==> config.mk <==
export PLATFORM = sky130hd
export DESIGN_NAME = ddtc_timer
export DESIGN_NICKNAME = d
export VERILOG_FILES = /design/src/rtl/ddtc_pkg.sv /design/src/rtl/ddtc_prescale.sv /design/src/rtl/ddtc_sync.sv /design/src/rtl/ddtc_timer.sv
export SDC_FILE = /design/constraint.sdc
export NUM_CORES = 1
export LEC_CHECK = 0
export BUFFER_PORTS_ARGS = -buffer_cell sky130_fd_sc_hd__clkbuf_2
export CAP_MARGIN = 20
export CORE_ASPECT_RATIO = 0.9
export CORE_UTILIZATION = 30
export DETAILED_ROUTE_END_ITERATION = 12
export MAX_ROUTING_LAYER = met4
export PLACE_DENSITY = 0.47
export SETUP_SLACK_MARGIN = 0.5
export SKIP_LAST_GASP = 1
export SLEW_MARGIN = 10
export SYNTH_ARGS = -nofsm -noshare
export SYNTH_HDL_FRONTEND = slang
export SYNTH_SLANG_ARGS = --single-unit
==> constraint.sdc <==
create_clock -name clk -period 3 [get_ports clk]
set_input_delay 0.9 -clock clk [delete_from_list [all_inputs] [get_ports clk]]
set_output_delay 0.9 -clock clk [all_outputs]
set_load 0.1 [all_outputs]
==> src/rtl/ddtc_pkg.sv <==
`default_nettype none
// ==========================================================
// register map, field layout and reset values
package ddtc_pkg;
  // byte addresses of the word registers
  localparam logic [7:0] DDTC_ADDR_PRIMARY_LOAD = 8'h00;
  localparam logic [7:0] DDTC_ADDR_CURRENT_VALUE = 8'h04;
  localparam logic [7:0] DDTC_ADDR_CONTROL = 8'h08;
  localparam logic [7:0] DDTC_ADDR_IRQ_CLEAR = 8'h0c;
  localparam logic [7:0] DDTC_ADDR_RAW_STATUS = 8'h10;
  localparam logic [7:0] DDTC_ADDR_MASKED_STATUS = 8'h14;
  localparam logic [7:0] DDTC_ADDR_BG_RELOAD = 8'h18;

  // control register field positions
  localparam int DDTC_CTRL_RUN_BIT = 7;
  localparam int DDTC_CTRL_PERIODIC_BIT = 6;
  localparam int DDTC_CTRL_IRQ_EN_BIT = 5;
  localparam int DDTC_CTRL_PRE_HI = 3;
  localparam int DDTC_CTRL_PRE_LO = 2;
  localparam int DDTC_CTRL_WIDTH_BIT = 1;
  localparam int DDTC_STATUS_BIT = 0;

  // reset values
  localparam logic DDTC_RST_RUN = 1'b0;
  localparam logic DDTC_RST_PERIODIC = 1'b0;
  localparam logic DDTC_RST_IRQ_EN = 1'b1;
  localparam logic DDTC_RST_WIDTH = 1'b0;
  localparam logic [31:0] DDTC_RST_RELOAD = 32'h0000_0000;
  localparam logic [31:0] DDTC_RST_COUNT = 32'hffff_ffff;

  // counter constants
  localparam logic [31:0] DDTC_ONE = 32'h0000_0001;
  localparam logic [31:0] DDTC_ZERO = 32'h0000_0000;
  localparam logic [31:0] DDTC_LOW_HALF = 32'h0000_ffff;
  localparam logic [15:0] DDTC_ALL_ONES_16 = 16'hffff;
  localparam logic [31:0] DDTC_ALL_ONES_32 = 32'hffff_ffff;

  // prescale terminal counts
  localparam logic [7:0] DDTC_PRE_TERM_16 = 8'h0f;
  localparam logic [7:0] DDTC_PRE_TERM_256 = 8'hff;
  localparam logic [7:0] DDTC_PRE_CNT_RST = 8'h00;
  localparam logic [7:0] DDTC_PRE_CNT_STEP = 8'h01;

  typedef enum logic [1:0] {
    DDTC_PRE_DIV1 = 2'b00,
    DDTC_PRE_DIV16 = 2'b01,
    DDTC_PRE_DIV256 = 2'b10,
    DDTC_PRE_UNDEF = 2'b11
  } ddtc_pre_t;
endpackage
`default_nettype wire

==> src/rtl/ddtc_prescale.sv <==
`default_nettype none
// ==========================================================
// prescaler: passes 1 of 1, 16 or 256 qualified edges
module ddtc_prescale (
  input wire logic clk,
  input wire logic nrst,
  input wire logic clear,
  input wire logic edge_in,
  input wire ddtc_pkg::ddtc_pre_t sel,
  output logic tick
);
  import ddtc_pkg::*;

  typedef struct packed {
    logic [7:0] cnt;
  } ddtc_pre_state_t;

  ddtc_pre_state_t s;
  ddtc_pre_state_t next_s;
  logic at_term;

  // terminal count per divide code; undefined code acts as 256
  always_comb begin
    case (sel)
      DDTC_PRE_DIV1: at_term = 1'b1;
      DDTC_PRE_DIV16: at_term = (s.cnt[3:0] == DDTC_PRE_TERM_16[3:0]);
      DDTC_PRE_DIV256: at_term = (s.cnt == DDTC_PRE_TERM_256);
      default: at_term = (s.cnt == DDTC_PRE_TERM_256);
    endcase
    tick = edge_in && at_term && !clear;
  end

  // edge counter, restarted by clear
  always_comb begin
    next_s = s;
    if (clear) begin
      next_s.cnt = DDTC_PRE_CNT_RST;
    end else if (edge_in) begin
      if (at_term) begin
        next_s.cnt = DDTC_PRE_CNT_RST;
      end else begin
        next_s.cnt = s.cnt + DDTC_PRE_CNT_STEP;
      end
    end
  end

  always_ff @(posedge clk or negedge nrst) begin
    if (!nrst) begin
      s <= '0;
    end else begin
      s <= next_s;
    end
  end
endmodule
`default_nettype wire

==> src/rtl/ddtc_sync.sv <==
`default_nettype none
// ==========================================================
// two-flop synchroniser for a pin level
module ddtc_sync (
  input wire logic clk,
  input wire logic nrst,
  input wire logic pin,
  output logic level
);
  import ddtc_pkg::*;

  typedef struct packed {
    logic meta;
    logic stable;
  } ddtc_sync_state_t;

  ddtc_sync_state_t s;
  ddtc_sync_state_t next_s;

  // first stage feeds only the second
  always_comb begin
    next_s.meta = pin;
    next_s.stable = s.meta;
  end

  always_ff @(posedge clk or negedge nrst) begin
    if (!nrst) begin
      s <= '0;
    end else begin
      s <= next_s;
    end
  end

  assign level = s.stable;
endmodule
`default_nettype wire

==> src/rtl/ddtc_timer.sv <==
`default_nettype none
// Overview of operation
// - periodic mode reloads from stored reload value
// - control bit 5 enables interrupt, resets on
// - prescale field divides by 1, 16, 256
// - size bit picks 16 or 32 bits
// - any write to clear register clears interrupt
// - raw status bit 0 shows unmasked interrupt
// - masked status is raw AND enable
// - interrupt output equals masked status
// - 32-bit background reload value for periodic mode
// - background write does not restart counter
// - both load registers read shared value
// - control bit 7 runs timer, resets off
// - mode bit 0 means free running
// - primary load replaces count next qualified edge
// - load of zero raises interrupt when it lands
// ==========================================================
// one decrementing timer channel with wishbone registers
module ddtc_timer (
  input wire logic clk,
  input wire logic nrst,
  input wire logic wb_cyc_i,
  input wire logic wb_stb_i,
  input wire logic wb_we_i,
  input wire logic [7:0] wb_adr_i,
  input wire logic [3:0] wb_sel_i,
  input wire logic [31:0] wb_dat_i,
  output logic [31:0] wb_dat_o,
  output logic wb_ack_o,
  input wire logic count_clock,
  input wire logic count_clock_qualifier,
  output logic timer_irq_out
);
  import ddtc_pkg::*;

  // ========================================================
  // state
  typedef struct packed {
    logic ack;
    logic [31:0] rdata;
    logic [31:0] reload;
    logic [31:0] direct_load;
    logic load_pending;
    logic [31:0] count;
    logic timer_run_enable;
    logic periodic_select;
    logic irq_mask_enable;
    ddtc_pre_t prescale_select;
    logic counter_width_select;
    logic raw_irq;
    logic irq_line;
    logic clk_prev;
  } ddtc_state_t;

  ddtc_state_t s;
  ddtc_state_t next_s;

  // ========================================================
  // helpers

  // merge write data into a word under byte enables
  function automatic logic [31:0] ddtc_merge(
    input logic [31:0] old_val,
    input logic [31:0] new_val,
    input logic [3:0] sel
  );
    logic [31:0] res;
    res = old_val;
    for (int i = 0; i < 4; i++) begin
      if (sel[i]) begin
        res[i*8 +: 8] = new_val[i*8 +: 8];
      end
    end
    return res;
  endfunction

  // the part of the count that the selected width uses
  function automatic logic [31:0] ddtc_active(
    input logic [31:0] cnt,
    input logic wide
  );
    logic [31:0] res;
    res = wide ? cnt : (cnt & DDTC_LOW_HALF);
    return res;
  endfunction

  // control register image; reserved bits read zero
  function automatic logic [31:0] ddtc_ctrl_image(
    input ddtc_state_t st
  );
    logic [31:0] res;
    res = DDTC_ZERO;
    res[DDTC_CTRL_RUN_BIT] = st.timer_run_enable;
    res[DDTC_CTRL_PERIODIC_BIT] = st.periodic_select;
    res[DDTC_CTRL_IRQ_EN_BIT] = st.irq_mask_enable;
    res[DDTC_CTRL_PRE_HI:DDTC_CTRL_PRE_LO] = st.prescale_select;
    res[DDTC_CTRL_WIDTH_BIT] = st.counter_width_select;
    return res;
  endfunction

  // status word: flag in bit 0, reserved bits read zero
  function automatic logic [31:0] ddtc_status_word(
    input logic flag
  );
    logic [31:0] res;
    res = DDTC_ZERO;
    res[DDTC_STATUS_BIT] = flag;
    return res;
  endfunction

  // read word for one register address; unmapped reads zero
  function automatic logic [31:0] ddtc_read_word(
    input ddtc_state_t st,
    input logic [7:0] adr
  );
    logic [31:0] res;
    case (adr)
      DDTC_ADDR_PRIMARY_LOAD: res = st.reload;
      DDTC_ADDR_CURRENT_VALUE: res = st.count;
      DDTC_ADDR_CONTROL: res = ddtc_ctrl_image(st);
      DDTC_ADDR_RAW_STATUS: res = ddtc_status_word(st.raw_irq);
      DDTC_ADDR_MASKED_STATUS:
        res = ddtc_status_word(st.raw_irq && st.irq_mask_enable);
      DDTC_ADDR_BG_RELOAD: res = st.reload;
      default: res = DDTC_ZERO;
    endcase
    return res;
  endfunction

  // one counted tick: decrement, or wrap or reload from zero;
  // 16-bit decrement and wrap keep bits 31:16; a periodic reload loads all 32 bits
  function automatic logic [31:0] ddtc_count_step(
    input logic [31:0] cnt,
    input logic wide,
    input logic periodic,
    input logic [31:0] reload
  );
    logic [31:0] res;
    res = cnt;
    if (ddtc_active(cnt, wide) == DDTC_ZERO) begin
      if (periodic) begin
        res = reload;
      end else if (wide) begin
        res = DDTC_ALL_ONES_32;
      end else begin
        res = {cnt[31:16], DDTC_ALL_ONES_16};
      end
    end else if (wide) begin
      res = cnt - DDTC_ONE;
    end else begin
      res = {cnt[31:16], cnt[15:0] - DDTC_ONE[15:0]};
    end
    return res;
  endfunction

  // ========================================================
  // pin synchronisers
  // both pins take the same two-flop delay, so the qualifier
  // is seen in the same cycle as the edge that it qualifies
  logic clk_level;
  logic qual_level;

  ddtc_sync u_sync_clk (
    .clk(clk),
    .nrst(nrst),
    .pin(count_clock),
    .level(clk_level)
  );

  ddtc_sync u_sync_qual (
    .clk(clk),
    .nrst(nrst),
    .pin(count_clock_qualifier),
    .level(qual_level)
  );

  // qualified rising edge of the count clock
  // clk_prev resets low like the idle pin: no false edge
  logic qual_edge;
  assign qual_edge = clk_level && !s.clk_prev && qual_level;

  // ========================================================
  // prescaler
  logic pre_tick;
  logic pre_clear;

  // restart division when stopped or when a load lands
  // so a fresh count always gets a full prescaled period
  assign pre_clear = !s.timer_run_enable || (qual_edge && s.load_pending);

  ddtc_prescale u_prescale (
    .clk(clk),
    .nrst(nrst),
    .clear(pre_clear),
    .edge_in(qual_edge),
    .sel(s.prescale_select),
    .tick(pre_tick)
  );

  // ========================================================
  // bus decode
  logic bus_req;
  logic bus_wr;
  logic wr_load;
  logic wr_ctrl;
  logic wr_clear;
  logic wr_bg;

  // one access per request, committed with the ack
  // ack gating keeps a held strobe from being taken twice
  always_comb begin
    bus_req = wb_cyc_i && wb_stb_i && !s.ack;
    bus_wr = bus_req && wb_we_i;
    wr_load = bus_wr && (wb_adr_i == DDTC_ADDR_PRIMARY_LOAD);
    wr_ctrl = bus_wr && (wb_adr_i == DDTC_ADDR_CONTROL);
    wr_clear = bus_wr && (wb_adr_i == DDTC_ADDR_IRQ_CLEAR);
    wr_bg = bus_wr && (wb_adr_i == DDTC_ADDR_BG_RELOAD);
  end

  // ========================================================
  // counter events
  logic [31:0] active_cnt;
  logic count_tick;
  logic load_lands;
  logic hit_zero;

  // a landing load takes the edge, so no decrement with it
  always_comb begin
    active_cnt = ddtc_active(s.count, s.counter_width_select);
    load_lands = qual_edge && s.load_pending;
    count_tick = s.timer_run_enable && pre_tick && !load_lands;
    hit_zero = count_tick && (active_cnt == DDTC_ONE);
  end

  // ========================================================
  // next state
  logic [31:0] ctrl_new;

  always_comb begin
    next_s = s;
    ctrl_new = ddtc_merge(ddtc_ctrl_image(s), wb_dat_i, wb_sel_i);

    // bus answer: ack for one cycle, every address answers
    next_s.ack = bus_req;
    // unmapped writes fall through and change nothing
    if (bus_req && !wb_we_i) begin
      next_s.rdata = ddtc_read_word(s, wb_adr_i);
    end else if (bus_req) begin
      next_s.rdata = DDTC_ZERO;
    end

    // control register; reserved bit 4 is not stored
    // mode, size and prescale are only safe to change stopped
    if (wr_ctrl) begin
      next_s.timer_run_enable = ctrl_new[DDTC_CTRL_RUN_BIT];
      next_s.periodic_select = ctrl_new[DDTC_CTRL_PERIODIC_BIT];
      next_s.irq_mask_enable = ctrl_new[DDTC_CTRL_IRQ_EN_BIT];
      next_s.prescale_select =
        ddtc_pre_t'(ctrl_new[DDTC_CTRL_PRE_HI:DDTC_CTRL_PRE_LO]);
      next_s.counter_width_select =
        ctrl_new[DDTC_CTRL_WIDTH_BIT];
    end

    // primary load: shared reload plus a pending direct load
    // the load lands even while stopped, so the count can be
    // preset before the timer is enabled
    if (wr_load) begin
      next_s.reload = ddtc_merge(s.reload, wb_dat_i, wb_sel_i);
      next_s.direct_load = ddtc_merge(s.reload, wb_dat_i, wb_sel_i);
      next_s.load_pending = 1'b1;
    end

    // background load touches only the reload value
    if (wr_bg) begin
      next_s.reload = ddtc_merge(s.reload, wb_dat_i, wb_sel_i);
    end

    // count update on qualified edges
    // a direct load is not prescaled and lands on any qualified edge
    if (load_lands) begin
      next_s.count = s.direct_load;
      if (!wr_load) begin
        next_s.load_pending = 1'b0;
      end
    end else if (count_tick) begin
      next_s.count = ddtc_count_step(s.count, s.counter_width_select,
        s.periodic_select, s.reload);
    end

    // sticky raw flag; clear by any write, a new event wins
    // so a zero reached in the clear cycle is never lost
    if (wr_clear) begin
      next_s.raw_irq = 1'b0;
    end
    if (hit_zero || (load_lands &&
        ddtc_active(s.direct_load, s.counter_width_select) ==
        DDTC_ZERO)) begin
      next_s.raw_irq = 1'b1;
    end

    // output flop follows the masked flag with no lag
    next_s.irq_line = next_s.raw_irq && next_s.irq_mask_enable;

    // edge detector history
    next_s.clk_prev = clk_level;
  end

  // ========================================================
  // state register
  // reset branch holds constants only
  always_ff @(posedge clk or negedge nrst) begin
    if (!nrst) begin
      s.ack <= 1'b0;
      s.rdata <= DDTC_ZERO;
      s.reload <= DDTC_RST_RELOAD;
      s.direct_load <= DDTC_RST_RELOAD;
      s.load_pending <= 1'b0;
      s.count <= DDTC_RST_COUNT;
      s.timer_run_enable <= DDTC_RST_RUN;
      s.periodic_select <= DDTC_RST_PERIODIC;
      s.irq_mask_enable <= DDTC_RST_IRQ_EN;
      s.prescale_select <= DDTC_PRE_DIV1;
      s.counter_width_select <= DDTC_RST_WIDTH;
      s.raw_irq <= 1'b0;
      s.irq_line <= 1'b0;
      s.clk_prev <= 1'b0;
    end else begin
      s <= next_s;
    end
  end

  // ========================================================
  // outputs
  assign wb_ack_o = s.ack;
  assign wb_dat_o = s.rdata;
  // interrupt pin straight from a flop, no glitches
  assign timer_irq_out = s.irq_line;
endmodule
`default_nettype wire
==> flow_metrics.py <==
metrics = {
    "floorplanning": {
        "std_cell_rows": 56,
        "die_area_um2": 27970,
        "chipWidth_um": 176.2,
        "start_util_pct": 31.01,
        "die_y_um": 158.8,
        "io_pins": 85,
        "core_region_area_um2": 26420,
    },
    "power": {
        "leakagePower_nw": 4.327,
        "power_frac_clock_pct": 43.7,
        "irDropWorstVdd_mv": 0.3768,
        "power_density_nw_per_um2": 546.4,
        "p_comb_share_pct": 16.4,
        "intPower_mw": 3.905,
        "seqPwrFrac_pct": 39.9,
        "switching_share_pct": 27.41,
        "p_switching_mw": 1.474,
    },
    "sta": {
        "fmax_ghz": 0.3884,
        "max_slew_margin_pct": 51.07,
        "hold_violations": 0,
        "period_minus_slack_ns": 2.574,
        "fin_skew_ns": 0.009413,
        "tns_ns": 0,
        "timing.final.max_slew_violations": 0,
        "period_share_pct": 85.81,
        "worst_slew_pin_slew_ns": 0.7339,
        "rsz0062_at_grt": "yes",
        "setup_viol": 0,
    },
    "synth": {
        "postSynthAreaPerCell_um2": 9.856,
        "async_flop_share_pct": 100.0,
        "yosysTopAreaCell": "dfrtp_1",
        "yosysSeqAreaShare_pct": 46.64,
        "synth_area_leaders": "dfrtp_1, dfstp_2, o21ai_0",
        "synth_edf_count": 0,
        "ys.flop_type": "dfrtp_1",
        "syn-cell-area_um2": 8190,
        "ys_ff_latch": 151,
        "yosys.area.top_type_share_pct": 36.05,
        "yosys_warnings": 0,
        "yosys.cell_types.count": 77,
        "syn_nets": 886,
        "syn_inst": 831,
    },
    "critical_path": {
        "r2r_end": "s[40]",
        "cp_max_fo": 5,
        "worstPathArrival_ns": 2.93,
        "crit_path_frequent_cell": "or4_4",
        "crit_path_end_kind": "register",
        "critical_path.top_delay_family": "simple AND/OR/NAND/NOR gates",
        "regToRegStartpoint": "s[28]",
        "crit_required_ns": 3.36,
        "critPathSlowestCell": "or4_4",
        "rrSetupSlack_ns": 0.43,
        "crit_buf_inv": 0,
        "path_cells": "or4_4, or4_4, o31ai_4, or4_4, o221ai_2, a221o_1",
        "worst-r2r-cell-count": 6,
        "critPathKind": "reg2reg",
        "slowest_delay_ns": 0.57,
        "startpoint_type": "register",
    },
    "global_route": {
        "grt_first_pass_wirelength_mm": 39.66,
        "grt_use_total_pct": 18.82,
        "gr-total-overflow": 0,
        "grt_max_degree": 66,
        "grt_pass1_vias": 6663,
        "antenna_found_initial": 0,
    },
    "clock_tree": {
        "htreeDepth": 4,
        "cts.sinks": 151,
        "clk_latency_ns": 0.43,
        "clock_path_buffers": 2,
        "path_clk_slew_ns": 0.07,
        "cts_tree": "done",
        "clock-root-buffer": "clkbuf_16",
        "cts_hold_buf": 0,
        "numCtsBuffers": 17,
    },
    "routing": {
        "firstDrtPassIters": 4,
        "via_count": 6679,
        "wl_mm": 24.78,
        "antenna_left": 0,
        "avgViaCountPerCell": 5.276,
        "wl_met2_mm": 10.88,
        "drc": 0,
        "met1_length_mm": 12.42,
        "wl_per_cell_um": 19.57,
        "highest_layer": "met4",
        "wl_met3_mm": 1.073,
        "drtIter0Drc": 394,
    },
    "finish": {
        "fin_area_um2": 9844,
        "drive_above_1_share_pct": 32.61,
        "fin_cells": 1266,
        "post-route-util_pct": 37.27,
        "mostFrequentLayoutCell": "dfrtp_1",
        "regArea_um2": 3820,
        "final_nets": 959,
        "multiInputGateArea_um2": 4075,
        "final_cell_mix": "dfrtp_1, nand2_1, o21ai_0",
        "fillers": 2689,
        "syn_to_final_growth_pct": 20.20,
    },
    "flow_run": {
        "maxCapViolCount": 0,
    },
    "placed_design": {
        "place_congestion": 0.8348,
        "port_buffers": 84,
        "dpl.hpwl_mm": 16.87,
        "placed_area_um2": 8843,
        "dp.cells": 1209,
    },
    "worst_hold_path": {
        "holdCritStartpoint": "u_sync_qual.next_s[0]",
        "holdPathEnd": "u_sync_qual.level",
        "hold_path_class": "reg2reg",
        "whs_path_depth": 0,
    },
    "status": {
        "status": "finished clean",
    },
}
## metal layers
layer | track usage, % | vias up
li1 | - | 3161
met1 | 27.07 | 3326
met2 | 26.32 | 160
met3 | 3.544 | 32
met4 | 5.889 | 0
met5 | - | -
## sequential cells by signal (all words and copies together), names as in the netlist
register,cells
s,105
wb_dat_o,32
u_prescale.s,8
timer_irq_out,1
u_sync_clk.level,1
u_sync_clk.next_s,1
u_sync_qual.level,1
u_sync_qual.next_s,1
wb_ack_o,1
## worst reg2reg max path, delay by kind of cell (launching register included)
family | cells | cell delay, ns
AND/OR/NAND/NOR | 3 | 1.33
AO/OA/AOI/OAI | 3 | 0.79
flip-flops | 1 | 0.38
## power by group through the flow
stage	Clock [mW]	Combinational [mW]	Sequential (mW)
after CTS	2.40	0.782	2.15
after global placement	0	0.721	2.19
after detailed placement	0	0.713	2.19
after floorplan	0	0.487	2.18
final	2.35	0.881	2.15
after global routing	2.48	0.965	2.15
## what timing repair did
action | CTS | global route
setup endpoints to repair | 32 | 30
buffers inserted | 7 | 14
resized for setup | 6 | 40
pin swaps | 8 | 26
gates cloned | 2 | 1
## cells in the mapped netlist (12+ instances only)
cell and count:
dfrtp_1 118, nor2_1 33, a21oi_1 14, mux2i_1 32, buf_4 33, nand2b_1 12, dfstp_2 33, nand4_1 13
mux2_2 38, nor4_1 16, xor2_1 12, clkbuf_1 39, nand2_1 106, nor3b_1 18, nand3_1 12, nor3_1 21
o21ai_0 97, o31ai_1 13, a22oi_1 35
## worst max path at each step
| stage | from | to | slack (ns) | depth (start not counted) |
|---|---|---|---|---|
| finish | s[28] | s[40] | 0.43 | 6 |
| global placement | wb_adr_i[1] | s[95] | 0.27 | 8 |
| detailed placement | wb_adr_i[1] | s[95] | 0.28 | 8 |
| CTS | s[9] | s[40] | 0.46 | 9 |
| floorplan | wb_adr_i[1] | s[74] | 0.40 | 6 |
| global route | s[28] | s[40] | 0.37 | 6 |
## logic make-up after synthesis
kind of cell | synth area share, %
compound gates | 17.49
xor+xnor | 2.032
fa+ha+maj | 0.6111
buf+inv | 6.324
flops | 46.64
mux | 9.135
simple gates | 17.77
## area by class of cell
class	count	area share (%)
antenna	1	0.02542
timing repair buffer	136	8.668
clock buffer	20	4.639
sequential	151	38.80
inverter	7	0.2669
multi-input combinational	591	41.40
tap	348	4.423
clock inverter	12	1.779
## metrics by stage
stage	worst slack, ns	total power, mW	hold WS [ns]
after floorplan	0.4033	2.663	0.3312
after global placement	0.2712	2.913	0.3335
after detailed placement	0.2845	2.906	0.3362
after CTS	0.4573	5.326	0.3508
after global routing	0.3670	5.597	0.3552
final	0.4256	5.379	0.3486
Note: power is estimated with default switching activity, not from simulation.
